<file path="src/common/prescaler_pkg.sv">
// Package for the shared timer prescaler and clock-select front end.
// Assumes a single 50 MHz clock and an APB register slave with 32-bit data.
package prescaler_pkg;

   // Register byte offsets.
   localparam logic [7:0] SYNC_CTRL_OFFSET = 8'h00;
   localparam logic [7:0] SEL0_OFFSET = 8'h04;
   localparam logic [7:0] SEL1_OFFSET = 8'h08;
   localparam logic [7:0] SEL3_OFFSET = 8'h0c;
   localparam logic [7:0] STATUS_OFFSET = 8'h10;

   // Field positions in the sync control register.
   localparam int SYNC_PSR_BIT = 0;
   localparam int ASYNC_PSR_BIT = 1;
   localparam int HOLD_MODE_BIT = 7;

   // Reset values.
   localparam logic [7:0] SYNC_CTRL_RESET = 8'h00;
   localparam logic [2:0] SEL_RESET = 3'h0;

   // Prescaler width and tap positions (divide by 8, 64, 256, 1024).
   localparam int DIV_WIDTH = 10;
   localparam logic [9:0] TAP8_MASK = 10'h007;
   localparam logic [9:0] TAP64_MASK = 10'h03f;
   localparam logic [9:0] TAP256_MASK = 10'h0ff;
   localparam logic [9:0] TAP1024_MASK = 10'h3ff;
   localparam int NUM_TIMERS = 3;

   // Clock-select codes.
   typedef enum logic [2:0] {
      CS_STOP = 3'h0,
      CS_DIRECT = 3'h1,
      CS_DIV8 = 3'h2,
      CS_DIV64 = 3'h3,
      CS_DIV256 = 3'h4,
      CS_DIV1024 = 3'h5,
      CS_EXT_FALL = 3'h6,
      CS_EXT_RISE = 3'h7
   } clock_select_code_t;

   // Prescaler taps travel together.
   typedef struct packed {
      logic div8;
      logic div64;
      logic div256;
      logic div1024;
   } tap_set_t;

endpackage : prescaler_pkg

</file>
<file path="src/core/ext_pin_sync.sv">
// Synchronizer and edge detector for one external count pin.
// Assumes the pin is sampled on the single system clock.
`timescale 1ns/1ps
module ext_pin_sync (
   input wire logic clk_i,
   input wire logic reset_i,
   input wire logic pin_i,
   output logic rise_o,
   output logic fall_o
);
   logic meta_r;
   logic sync_r;
   logic prev_r;

   // Two-stage sampler stands in for the latch and flip-flop pair; only the second stage is used.
   always_ff @(posedge clk_i or posedge reset_i)
   begin
      if (reset_i)
      begin
         meta_r <= 1'b0;
         sync_r <= 1'b0;
         prev_r <= 1'b0;
      end
      else
      begin
         meta_r <= pin_i;
         sync_r <= meta_r;
         prev_r <= sync_r;
      end
   end

   // Edge detection from the synchronized value only.
   assign rise_o = sync_r & ~prev_r;
   assign fall_o = ~sync_r & prev_r;
endmodule : ext_pin_sync

</file>
<file path="src/core/prescaler_div.sv">
// Shared free-running prescaler divider with a synchronous reset input.
// Assumes one system clock; taps are one-cycle enable pulses.
`timescale 1ns/1ps
module prescaler_div (
   input wire logic clk_i,
   input wire logic reset_i,
   input wire logic clear_i,
   output prescaler_pkg::tap_set_t taps_o
);
   logic [prescaler_pkg::DIV_WIDTH-1:0] count_r;

   // Counter runs at all times except while held by a prescaler reset.
   always_ff @(posedge clk_i or posedge reset_i)
   begin
      if (reset_i)
         count_r <= '0;
      else if (clear_i)
         count_r <= '0;
      else
         count_r <= count_r + 1'b1;
   end

   // Each tap pulses once per wrap of its low bits.
   always_comb
   begin
      taps_o.div8 = ~clear_i && ((count_r & prescaler_pkg::TAP8_MASK) == prescaler_pkg::TAP8_MASK);
      taps_o.div64 = ~clear_i && ((count_r & prescaler_pkg::TAP64_MASK) == prescaler_pkg::TAP64_MASK);
      taps_o.div256 = ~clear_i && ((count_r & prescaler_pkg::TAP256_MASK) == prescaler_pkg::TAP256_MASK);
      taps_o.div1024 = ~clear_i && ((count_r & prescaler_pkg::TAP1024_MASK) == prescaler_pkg::TAP1024_MASK);
   end
endmodule : prescaler_div

</file>
<file path="src/core/timer_prescaler_clock_select.sv">
// Timer prescaler and clock-select front end with an APB register slave.
// Assumes one 50 MHz clock; the timer counters consume the tick outputs.
`timescale 1ns/1ps
module timer_prescaler_clock_select (
   input wire logic clk_i,
   input wire logic reset_i,
   input wire logic psel_i,
   input wire logic penable_i,
   input wire logic pwrite_i,
   input wire logic [7:0] paddr_i,
   input wire logic [31:0] pwdata_i,
   output logic [31:0] prdata_o,
   output logic pready_o,
   output logic pslverr_o,
   input wire logic timer0_ext_count_pin_i,
   input wire logic timer1_ext_count_pin_i,
   output logic timer0_tick_o,
   output logic timer1_tick_o,
   output logic timer3_tick_o,
   output logic async_prescaler_reset_o
);
   logic sync_hold_mode_r;
   logic sync_prescaler_reset_r;
   logic async_prescaler_reset_r;
   logic [2:0] sel_r [prescaler_pkg::NUM_TIMERS];
   logic [prescaler_pkg::NUM_TIMERS-1:0] tick_r;
   logic [prescaler_pkg::NUM_TIMERS-1:0] rise_w;
   logic [prescaler_pkg::NUM_TIMERS-1:0] fall_w;
   logic [prescaler_pkg::NUM_TIMERS-1:0] ext_pin_w;
   prescaler_pkg::tap_set_t taps_w;
   logic wr_en;
   logic rd_en;
   logic addr_ok;
   logic ctrl_wr;
   logic [31:0] rdata_nxt;

   // APB access decode; slave answers in the first access cycle.
   assign wr_en = psel_i & penable_i & pwrite_i;
   assign rd_en = psel_i & penable_i & ~pwrite_i;
   assign ctrl_wr = wr_en && (paddr_i == prescaler_pkg::SYNC_CTRL_OFFSET);
   assign pready_o = 1'b1;
   assign pslverr_o = psel_i & penable_i & ~addr_ok;

   // Address check for mapped registers.
   always_comb
   begin
      unique case (paddr_i)
         prescaler_pkg::SYNC_CTRL_OFFSET, prescaler_pkg::SEL0_OFFSET, prescaler_pkg::SEL1_OFFSET,
         prescaler_pkg::SEL3_OFFSET, prescaler_pkg::STATUS_OFFSET: addr_ok = 1'b1;
         default: addr_ok = 1'b0;
      endcase
   end

   // Sync control: hold mode, sync prescaler reset and async prescaler reset bits.
   always_ff @(posedge clk_i or posedge reset_i)
   begin
      if (reset_i)
      begin
         sync_hold_mode_r <= prescaler_pkg::SYNC_CTRL_RESET[prescaler_pkg::HOLD_MODE_BIT];
         sync_prescaler_reset_r <= prescaler_pkg::SYNC_CTRL_RESET[prescaler_pkg::SYNC_PSR_BIT];
         async_prescaler_reset_r <= prescaler_pkg::SYNC_CTRL_RESET[prescaler_pkg::ASYNC_PSR_BIT];
      end
      else if (ctrl_wr)
      begin
         sync_hold_mode_r <= pwdata_i[prescaler_pkg::HOLD_MODE_BIT];
         if (pwdata_i[prescaler_pkg::HOLD_MODE_BIT])
         begin
            sync_prescaler_reset_r <= pwdata_i[prescaler_pkg::SYNC_PSR_BIT];
            async_prescaler_reset_r <= pwdata_i[prescaler_pkg::ASYNC_PSR_BIT];
         end
         else
         begin
            // A write with hold mode off pulses the reset for one cycle, then clears.
            sync_prescaler_reset_r <= pwdata_i[prescaler_pkg::SYNC_PSR_BIT];
            async_prescaler_reset_r <= pwdata_i[prescaler_pkg::ASYNC_PSR_BIT];
         end
      end
      else if (!sync_hold_mode_r)
      begin
         sync_prescaler_reset_r <= 1'b0;
         async_prescaler_reset_r <= 1'b0;
      end
   end

   // Per-timer clock-select registers.
   always_ff @(posedge clk_i or posedge reset_i)
   begin
      if (reset_i)
      begin
         sel_r[0] <= prescaler_pkg::SEL_RESET;
         sel_r[1] <= prescaler_pkg::SEL_RESET;
         sel_r[2] <= prescaler_pkg::SEL_RESET;
      end
      else if (wr_en)
      begin
         if (paddr_i == prescaler_pkg::SEL0_OFFSET)
            sel_r[0] <= pwdata_i[2:0];
         if (paddr_i == prescaler_pkg::SEL1_OFFSET)
            sel_r[1] <= pwdata_i[2:0];
         if (paddr_i == prescaler_pkg::SEL3_OFFSET)
            sel_r[2] <= pwdata_i[2:0];
      end
   end

   // Read data mux.
   always_comb
   begin
      rdata_nxt = 32'h0000_0000;
      unique case (paddr_i)
         prescaler_pkg::SYNC_CTRL_OFFSET:
         begin
            rdata_nxt[prescaler_pkg::HOLD_MODE_BIT] = sync_hold_mode_r;
            rdata_nxt[prescaler_pkg::SYNC_PSR_BIT] = sync_prescaler_reset_r;
            rdata_nxt[prescaler_pkg::ASYNC_PSR_BIT] = async_prescaler_reset_r;
         end
         prescaler_pkg::SEL0_OFFSET: rdata_nxt[2:0] = sel_r[0];
         prescaler_pkg::SEL1_OFFSET: rdata_nxt[2:0] = sel_r[1];
         prescaler_pkg::SEL3_OFFSET: rdata_nxt[2:0] = sel_r[2];
         prescaler_pkg::STATUS_OFFSET: rdata_nxt[2:0] = tick_r;
         default: rdata_nxt = 32'h0000_0000;
      endcase
   end

   // Read data is registered in the setup cycle so it is stable in the access cycle.
   always_ff @(posedge clk_i or posedge reset_i)
   begin
      if (reset_i)
         prdata_o <= 32'h0000_0000;
      else if (psel_i & ~penable_i & ~pwrite_i)
         prdata_o <= rdata_nxt;
      else if (rd_en)
         prdata_o <= prdata_o;
   end

   // One shared divider; held while the sync reset bit is set.
   prescaler_div u_div (
      .clk_i(clk_i),
      .reset_i(reset_i),
      .clear_i(sync_prescaler_reset_r),
      .taps_o(taps_w)
   );

   // Timer 3 has no pin, so its edge detector input is tied low.
   assign ext_pin_w = {1'b0, timer1_ext_count_pin_i, timer0_ext_count_pin_i};

   // Per-timer synchronizer and clock-select tick generation.
   genvar g;
   generate
      for (g = 0; g < prescaler_pkg::NUM_TIMERS; g++)
      begin : g_timer
         logic tick_nxt;

         ext_pin_sync u_sync (
            .clk_i(clk_i),
            .reset_i(reset_i),
            .pin_i(ext_pin_w[g]),
            .rise_o(rise_w[g]),
            .fall_o(fall_w[g])
         );

         // Select the tick source; prescaled ticks are gated while the prescaler is held.
         always_comb
         begin
            unique case (prescaler_pkg::clock_select_code_t'(sel_r[g]))
               prescaler_pkg::CS_STOP: tick_nxt = 1'b0;
               prescaler_pkg::CS_DIRECT: tick_nxt = ~sync_prescaler_reset_r;
               prescaler_pkg::CS_DIV8: tick_nxt = taps_w.div8;
               prescaler_pkg::CS_DIV64: tick_nxt = taps_w.div64;
               prescaler_pkg::CS_DIV256: tick_nxt = taps_w.div256;
               prescaler_pkg::CS_DIV1024: tick_nxt = taps_w.div1024;
               prescaler_pkg::CS_EXT_FALL: tick_nxt = (g != 2) && fall_w[g];
               prescaler_pkg::CS_EXT_RISE: tick_nxt = (g != 2) && rise_w[g];
            endcase
         end

         // Registered tick: pin edge to tick is three edges, matching the counter update window.
         always_ff @(posedge clk_i or posedge reset_i)
         begin
            if (reset_i)
               tick_r[g] <= 1'b0;
            else
               tick_r[g] <= tick_nxt;
         end
      end
   endgenerate

   assign timer0_tick_o = tick_r[0];
   assign timer1_tick_o = tick_r[1];
   assign timer3_tick_o = tick_r[2];
   assign async_prescaler_reset_o = async_prescaler_reset_r;
endmodule : timer_prescaler_clock_select

</file>
<file path="config.mk">
export PLATFORM = sky130hd
export DESIGN_NAME = timer_prescaler_clock_select
export DESIGN_NICKNAME = d
export VERILOG_FILES = /design/src/common/prescaler_pkg.sv /design/src/core/ext_pin_sync.sv /design/src/core/prescaler_div.sv /design/src/core/timer_prescaler_clock_select.sv
export SDC_FILE = /design/constraint.sdc
export NUM_CORES = 1
export LEC_CHECK = 0
export ABC_AREA = 0
export BUFFER_PORTS_ARGS = -buffer_cell sky130_fd_sc_hd__clkbuf_2
export CORE_MARGIN = 3
export CORE_UTILIZATION = 49
export CTS_BUF_LIST = sky130_fd_sc_hd__clkbuf_8
export DETAILED_ROUTE_END_ITERATION = 6
export HOLD_SLACK_MARGIN = 0.02
export PLACE_DENSITY_LB_ADDON = 0.25
export SLEW_MARGIN = 5
export SYNTH_ARGS = -nofsm -noshare
export SYNTH_HDL_FRONTEND = slang
export SYNTH_SLANG_ARGS = --single-unit
</file>
<file path="constraint.sdc">
create_clock -name clk_i -period 1.7 [get_ports clk_i]
set_input_delay 0.34 -clock clk_i [delete_from_list [all_inputs] [get_ports clk_i]]
set_output_delay 0.34 -clock clk_i [all_outputs]
set_load 0.03 [all_outputs]
</file>
Word-level counts from Yosys, hierarchy flattened
Cells that the tools add are included.
{"block": "word_totals", "out_inout_bits": 38, "regBits": 35, "elab_cells": 90}
{"block": "op_classes", "n_reduce_logical": 14, "addsub": 1, "n_eq_ne": 30, "muxes": 11, "bitwise_logic": 17}
{"cell": "3-bit equality test, second input constant", "count": 13}
{"cell": "3-bit by 2-bit equality test with 1-bit output, second input constant", "count": 6}
{"cell": "8-bit by 4-bit equality test with 1-bit output, second input constant", "count": 2}
{"cell": "1-bit case mux with 8 select lines", "count": 2}
{"cell": "10-bit by 1-bit adder with 10-bit output, second input constant", "count": 1}
{"cell": "10-bit equality test, second input constant", "count": 1}
{"cell": "10-bit two-way mux", "count": 1}
{"cell": "2-bit case mux with 5 select lines", "count": 1}
{"cell": "1-bit bitwise AND", "count": 9}
{"cell": "3-bit by 1-bit equality test with 1-bit output, second input constant", "count": 3}
{"cell": "3-bit logical NOT", "count": 3}
{"cell": "8-bit by 3-bit equality test with 1-bit output, second input constant", "count": 1}
{"cell": "8-bit by 5-bit equality test with 1-bit output, second input constant", "count": 1}
{"cell": "8-bit equality test, second input constant", "count": 1}
{"cell": "8-bit logical NOT", "count": 1}
{"cell": "1-bit NOT", "count": 8}
{"cell": "6-bit equality test, second input constant", "count": 1}
{"cell": "1-bit case mux with 6 select lines", "count": 1}
{"cell": "2-bit AND reduction", "count": 3}
{"cell": "1-bit logical AND", "count": 5}
{"cell": "1-bit two-way mux", "count": 5}
{"cell": "5-bit OR reduction", "count": 1}
{"cell": "1-bit case mux with 4 select lines", "count": 1}
{"cell": "3-bit OR reduction", "count": 1}
{"cell": "2-bit by 1-bit != test with 1-bit output, second input constant", "count": 1}

Longest topological paths before layout
Gate-level depths: netlist (run 1).
{"block": "depth", "depth_word": 5, "mapped_depth": 6, "mapped_depth_nobuf": 6}

Cells and area by module
Synthesis (run 1) repeated with hierarchy kept, for this count alone.
{"block": "hier_totals", "hier_cells": 196, "area_unflattened_um2": 1965.6}
{"mod": "timer_prescaler_clock_select", "area_each_um2": 1272.5, "seq_area_each_um2": 475.5, "instances": 1, "cells_each": 133}
{"mod": "prescaler_div", "area_each_um2": 505.5, "seq_area_each_um2": 250.2, "instances": 1, "cells_each": 51}
{"mod": "ext_pin_sync", "area_each_um2": 93.8, "seq_area_each_um2": 75.1, "instances": 2, "cells_each": 6}

Worst setup path before layout (run 1)
Ideal clock, no wire load.
{"block": "synth_path", "path_kind": "input to register", "startpoint": "input port paddr_i[4]", "endpoint": "register sel_r[0] (netlist bit)", "slack_ns": -0.053, "t_required_ns": 1.575, "arrival_time_ns": 1.628, "cell_stages": 5, "n_path_buf": 1, "cell_sequence": "buf_6 or4_4 nor3_4 and3_4 mux2_2"}
{"block": "synth_via", "elab_chain_cells": 2}
{"element": "start, declared", "line_no": "timer_prescaler_clock_select.sv:10", "source": "input wire logic [7:0] paddr_i,"}
{"element": "8-bit by 4-bit equality test with 1-bit output", "line_no": "timer_prescaler_clock_select.sv:100", "source": "if (paddr_i == prescaler_pkg::SEL3_OFFSET)"}
{"element": "2-bit AND reduction (no source line)"}
{"element": "end, declared", "line_no": "timer_prescaler_clock_select.sv:25", "source": "logic [2:0] sel_r [prescaler_pkg::NUM_TIMERS];"}
Every way passes these cells.
A chain may end at the register's enable or synchronous reset.

Final worst setup path (run 1)
{"block": "layout_path", "startpoint": "input port paddr_i[1]", "endpoint": "output port pslverr_o"}
{"block": "layout_via", "elab_chain_cells": 5, "word_cells_on_any_way": 9, "classes_between": "4 x eq/ne; 1 x mux; 2 x bitwise; 2 x reduce/logical"}
{"element": "8-bit by 3-bit equality test with 1-bit output (tied with other cells)", "line_no": "timer_prescaler_clock_select.sv:47", "source": "unique case (paddr_i)"}
{"element": "5-bit OR reduction (*)", "line_no": "timer_prescaler_clock_select.sv:47"}
{"element": "1-bit two-way mux (*)", "line_no": "timer_prescaler_clock_select.sv:47"}
{"element": "1-bit NOT (*)", "line_no": "timer_prescaler_clock_select.sv:42", "source": "assign pslverr_o = psel_i & penable_i & ~addr_ok;"}
{"element": "1-bit bitwise AND (*)", "line_no": "timer_prescaler_clock_select.sv:42"}
{"element": "end, declared", "line_no": "timer_prescaler_clock_select.sv:14", "source": "output logic pslverr_o,"}
Mark *: on every way between the ends. The rest lies on a longest branch, timed or not.

==> metrics.txt, run 1 <==
Arr. time, crit path 1470 ps; status finished, violations left; post-DP HPWL 2630 microns; reg2reg end timer3_tick_o; FP Rows 22; GP Congestion 0.794; Hold Fails Final Rpt 0; remaining antenna violation count after routing 0; final setup violating endpoints 1; Initial DRC Count 43; Comb pwr share 14.6%; dpl cell area 0.00210 sq mm; first-pass GRT wire length 5940 microns; Chip Width 69.1 microns; drt drc 0; Layout area overhead 13.6%; register area share after synthesis 44.8%; Die Y 69.1 microns; initial antenna violation count 0; vias in the first global route 1303; Routed WL per cell 12.8 microns; synth top area cells dfrtp_1, buf_4, mux2_2; Fin Hold WS 119 ps; final period utilization 106%; switching power 557 uW; minimum clock period 1810 ps; diode count 0; Setup Fix Bufs, Post-CTS 0; failing checks setup timing; root buffer cell clkbuf_8; most used flip-flop cell after synthesis dfrtp_1; crit-path cells buf_6 -> or2_4 -> or4_4 -> o211a_4 -> buf_8; Peak VDD IR 0.000652 V; Final WS setup -108 ps; PortBufs 27; Post-Layout Inst Area 0.00222 sq mm; crit path max-delay cell type or4_4; crit-path max FO 2; Yosys warnings 0; Post-synth EDFFs 0; cell count after placement 267; Slowest Stage Delay on Critical Path 430 ps; vias 1377; Core ar. 0.00374 sq mm; Reg clk slew, reported paths 70 ps; Max Freq 0.553 GHz; die footprint 0.00478 sq mm; share of power burned in registers 52.3%; CTS sink cnt 35; Leak 0.00109 uW; crit path capture type output port; clk buf depth 2; Non-Filler Instances 275; Num CTS Buffers 5; flop2flop setup slack 160 ps; RSZ-0062 raised after global routing yes; Max Slew Vio Count 0; GRT overflow 0; Crit Path Class primary input to output port; Hold Path Class primary input to async pin; first-pass iteration count of the detailed router 4; Synth Area per Inst 10.4 sq um; largest net degree at the start of global routing 36; final net count 275; Yosys cell types 47; layout cell share with drive strength beyond 1 32.2%; r2r worst-path depth 6; #FFs+latches synth 35; number of vias per cell 5.01; WP data required 1360 ps; Initial Util 52.2%; power share of the clock group 33.1%; clk_lat worst skew 290 ps; CTS tree done; Power Density 872 mW/mm^2; Async SR Flop Fraction 100%; Overall Global Routing Usage 15.5%; CP Launch Type primary input; max cap viols 0; worst flop-to-flop path startpoint u_div.count_r[0]; Setup Skew 10.8 ps; Util after Layout 59.3%; cell taking the most area after synthesis dfrtp_1; Layout fillers 344; htree depth 2; final wirelength 3510 microns; area share of the largest cell type after synthesis 44.8%; Post-Syn Area 0.00195 sq mm; Ports 85; Cell Int Power 1380 uW; Net Sw Frac 28.8%; Mapped Cells 187
repair_timing:
action / in CTS / in global routing
pin swaps: 1 / 0
setup endpoints to repair: 1 / 1
resized for setup: 2 / 2
hold buffers: 0 / 0
final cells by class:
type                            instances  area (sq um)  share of cell area [%]
Clock buffer                            7          96.3                    4.34
Clock inverter                          1          3.75                   0.169
Inverter                                1          3.75                   0.169
Multi-Input combinational cell        144           938                    42.3
Sequential cell                        35           876                    39.5
Tap cell                               48          60.1                    2.71
Timing Repair Buffer                   39           241                    10.9
layer usage:
layer  track usage, %  up-vias  part of all wire (%)
met3             4.81        4                   6.6
met1             20.7      646                    45
met4             6.29        0                   1.0
met2             23.2       47                    47
li1                 -      680                     -
met5                0        -                     0
stage by stage:
step | setup WS [ps] | setup TNS (ps) | total power, uW
finish | -108 | -108 | 1940
global route | -133 | -133 | 2040
CTS | -120 | -120 | 1960
detailed placement | -198 | -1950 | 1300
global placement | -191 | -1800 | 1300
floorplan | -53.2 | -160 | 1270
registers in the layout (all words and copies together) (netlist names):
register                 flops
u_div.count_r               10
sel_r                        9
prdata_o                     4
g_timer.u_sync.meta_r        2
g_timer.u_sync.prev_r        2
g_timer.u_sync.sync_r        2
async_prescaler_reset_o      1
sync_hold_mode_r             1
sync_prescaler_reset_r       1
timer0_tick_o                1
timer1_tick_o                1
timer3_tick_o                1
worst max-delay path: cells and delay by family:
kind	cells	cell delay, ps
AO/OA/AOI/OAI	1	250
AND/OR/NAND/NOR	2	670
buffers and inverters	2	220
kinds of logic (layout without fill, tap and decap cells):
kind of cell / after synthesis / in the layout / synth area share (%)
XOR/XNOR: 6 / 6 / 2.69
buffers and inverters: 35 / 48 / 12.7
other: 2 / 29 / 0.385
AO/OA/AOI/OAI: 31 / 31 / 10.6
multiplexers: 16 / 16 / 9.10
adder cells (fa/ha/maj): 2 / 2 / 1.28
AND/OR/NAND/NOR: 60 / 60 / 18.4
flip-flops: 35 / 35 / 44.8
placed cells by master, fill, tap and decap left out, drive strengths merged, types with 4 or more instances in the layout:
master   n
o21ai    9
dfrtp   35
xor2     6
clkbuf  32
buf     14
conb    29
a21oi    6
nand4    4
mux2    14
nor2b    4
nor2    11
nand2   17
power by group through the flow:
stage / clock network [uW] / logic, uW / registers (uW)
finish: 640 / 283 / 1010
global route: 710 / 315 / 1020
CTS: 671 / 282 / 1010
detailed placement: 0 / 281 / 1020
global placement: 0 / 274 / 1020
floorplan: 0 / 270 / 1000
synth_stat cells, types with 2 or more instances:
master,instances
dfrtp_1,35
buf_4,29
nand2_1,17
mux2_2,14
nor2_1,11
o21ai_0,9
a21oi_1,6
xor2_1,6
clkbuf_1,4
nand4_1,4
nor2b_1,4
a22o_1,3
a31oi_1,3
nand3_1,3
conb_1,2
ha_1,2
mux2i_1,2
nor3_1,2
or2_2,2
or4_4,2
how the worst max path moves through the flow:
stage / from / to / slack, ps / cells past startpoint
floorplan: paddr_i[4] / sel_r[0] / -50 / 5
CTS: paddr_i[1] / pslverr_o / -120 / 5
global route: paddr_i[1] / pslverr_o / -130 / 5
detailed placement: paddr_i[7] / sel_r[0] / -200 / 5
global placement: paddr_i[7] / sel_r[0] / -190 / 5
finish: paddr_i[1] / pslverr_o / -110 / 5
Power figures use the tool's default switching activity.
==> run 2, diff against run 1 <==
--- a/config.mk
+++ b/config.mk
@@ -8,8 +8,7 @@
 export ABC_AREA = 0
 export BUFFER_PORTS_ARGS = -buffer_cell sky130_fd_sc_hd__clkbuf_2
 export CORE_MARGIN = 3
-export CORE_UTILIZATION = 49
-export CTS_BUF_LIST = sky130_fd_sc_hd__clkbuf_8
+export CORE_UTILIZATION = 47
 export DETAILED_ROUTE_END_ITERATION = 6
 export HOLD_SLACK_MARGIN = 0.02
 export PLACE_DENSITY_LB_ADDON = 0.25
==> constraint.sdc (replaced) <==
create_clock -name clk_i -period 2 [get_ports clk_i]
set_input_delay 0.4 -clock clk_i [delete_from_list [all_inputs] [get_ports clk_i]]
set_output_delay 0.4 -clock clk_i [all_outputs]
set_load 0.03 [all_outputs]
==> run 2 against run 1 <==
  * The flow now finishes without violations
  * Sequential share of layout area grew 0.79 points
  * Worst setup slack gained 150 ps
  * Clock skew shrank 6.5 ps
  * Critical path depth is the same
  * Sequential cell count is the same
  * Total power shrank 10%
  * Via count shrank 2.5%
  * Critical endpoint unchanged
==> metrics.txt, run 2 (same netlist as run 1, synthesis figures left out) <==
Hold Fails Final Rpt 0 (unchanged); Reg clk slew, reported paths 70 ps (about the same); Leak 0.00107 uW (was 0.00109 uW); Max Slew Vio Count 0 (unchanged); top flop regs u_div.count_r x10, sel_r x9, prdata_o x4 (unchanged); Max Freq 0.512 GHz; drt drc 0 (unchanged); GP Congestion 0.832 (was 0.794); most frequent cells in the layout dfrtp_1, conb_1, clkbuf_2 (unchanged); crit-path max FO 3 (was 2); Die Y 70.5 microns (was 69.1 microns); Initial Util 51.0% (was 52.2%); reg2reg end timer3_tick_o (unchanged); # resized after CTS 0 (was 2); Non-Filler Instances 270 (was 275); clk buf depth 2 (unchanged); first-pass GRT wire length 5580 microns (was 5940 microns); Setup Skew 4.32 ps (was 10.8 ps); Arr. time, crit path 1550 ps (was 1470 ps); Util after Layout 56.9% (was 59.3%); final wirelength 3390 microns (was 3510 microns); dpl cell area 0.00206 sq mm (was 0.00210 sq mm); Post-Layout Inst Area 0.00218 sq mm (was 0.00222 sq mm); crit-path cells clkbuf_2 -> or2_4 -> or4_4 -> o211a_1 -> clkbuf_2 (was buf_6 -> or2_4 -> or4_4 -> o211a_4 -> buf_8); share of power burned in registers 49.2% (was 52.3%); status finished, final reports clean (was finished, violations left); final net count 270 (was 275); first-pass iteration count of the detailed router 4 (unchanged); number of vias per cell 4.97 (was 5.01); largest net degree at the start of global routing 36 (unchanged); Tot Pwr 1740 uW (was 1940 uW); power share of the clock group 37.5% (was 33.1%); vias in the first global route 1208 (was 1303); remaining antenna violation count after routing 0 (unchanged); GRT overflow 0 (unchanged); Net Sw Frac 27.7% (was 28.8%); CP Launch Type primary input (unchanged); vias 1343 (was 1377); Peak VDD IR 0.000639 V (was 0.000652 V); Routed WL per cell 12.5 microns (was 12.8 microns); most common cell after layout, fill and taps aside dfrtp_1 (unchanged); WP data required 1600 ps (was 1360 ps); cts hold-fix bufs 0 (unchanged); flop2flop setup slack 460 ps (was 160 ps); Worst slew margin 64.6%; final setup violating endpoints 0 (was 1); max cap viols 0 (unchanged); clk_lat worst skew 290 ps (about the same); Ports 85 (unchanged); max reg flops 10 (unchanged); Comb pwr share 13.3% (was 14.6%); die footprint 0.00497 sq mm (was 0.00478 sq mm); Hold Path Class primary input to async pin (unchanged); minimum clock period 1950 ps; final period utilization 97.7%; setup_tns 0 ps (was -108 ps); worst flop-to-flop path startpoint u_div.count_r[0] (unchanged); Core ar. 0.00383 sq mm (was 0.00374 sq mm); Power Density 801 mW/mm^2 (was 872 mW/mm^2); actual slew at the worst max-slew pin 531 ps; switching power 484 uW (was 557 uW); RSZ-0062 raised after global routing no (was yes); Cell Int Power 1260 uW (was 1380 uW); crit path capture type output port (unchanged); layout cell share with drive strength beyond 1 30.6% (was 32.2%); post-DP HPWL 2560 microns (was 2630 microns); FP Rows 22 (unchanged); Layout area overhead 11.4% (was 13.6%); most used cell, CP clkbuf_2; cell count after placement 262 (was 267); Crit Path Class primary input to output port (unchanged); Largest Register u_div.count_r (unchanged); Num CTS Buffers 5 (unchanged); worst setup path end pslverr_o (unchanged); diode count 0 (unchanged); r2r worst-path depth 6 (unchanged); initial antenna violation count 0 (unchanged); CTS sink cnt 35 (unchanged); PortBufs 27 (unchanged); CTS tree done (unchanged); Overall Global Routing Usage 14.4% (was 15.5%); Initial DRC Count 61 (was 43); crit path max-delay cell type or4_4 (unchanged); Critical Path Start paddr_i[1] (unchanged); Slowest Stage Delay on Critical Path 430 ps (about the same); Setup Fix Bufs, Post-CTS 0 (unchanged); Chip Width 70.5 microns (was 69.1 microns); htree depth 2 (unchanged); root buffer cell clkbuf_8 (unchanged)
run 2: cell types whose count changed in the layout (fill, tap and decap cells not counted):
cell,previous run,this run
buf_4,12,7
clkbuf_2,25,27
buf_6,1,0
buf_8,1,0
bufinv_16,0,1
clkbuf_8,7,6
clkinv_2,0,1
inv_1,2,1
o211a_1,0,1
o211a_4,1,0
run 2: power by group through the flow:
| stage | clock network [uW] | registers [uW] | logic, uW |
|---|---|---|---|
| 6_report | 654 | 857 | 233 |
| 5_1_grt | 709 | 870 | 259 |
| 4_1_cts | 673 | 857 | 233 |
| 3_5_place_dp | 0 | 869 | 234 |
| 3_3_place_gp | 0 | 868 | 228 |
| 2_1_floorplan | 0 | 853 | 228 |
run 2: how the worst min path moves through the flow:
stage | start | end | slack, ps | depth (start not counted)
after CTS | reset_i | timer3_tick_o | 190 | 3
after detailed placement | g_timer[1].u_sync.meta_r | g_timer[1].u_sync.sync_r | 340 | 0
final | reset_i | prdata_o[1] | 170 | 3
after global placement | g_timer[1].u_sync.meta_r | g_timer[1].u_sync.sync_r | 330 | 0
after floorplan | g_timer[0].u_sync.meta_r | g_timer[0].u_sync.sync_r | 330 | 0
after global routing | timer0_ext_count_pin_i | g_timer[0].u_sync.meta_r | 200 | 1
run 2: stage by stage:
step,hold slack (ps),setup WS (ps)
after floorplan,331,164
after global placement,334,44.9
after detailed placement,340,37.0
after CTS,187,42.5
after global routing,197,8.38
final,175,46.9
run 2: worst max-delay path: cells and delay by family:
kind	cells	cell delay, ps
compound gates	1	230
buf+inv	2	250
simple gates	2	670
run 2: layout make-up:
cell class                 instances  area (sq um)
multi-input combinational        144           931
timing repair buffer              34           188
inverter                           1          3.75
tap                               48          60.1
clock buffer                       6          82.6
clock inverter                     2          35.0
sequential                        35           876
fill                             343          1650
run 2: per-layer routing:
layer / wire (microns) / part of all wire (%) / track usage (%) / vias to the layer above
met1: 1650 / 49 / 19.8 / 620
met2: 1440 / 42 / 20.4 / 46
li1: - / - / - / 670
met4: 62 / 1.8 / 7.02 / 0
met5: 0 / 0 / 0 / -
met3: 231 / 6.8 / 4.46 / 7
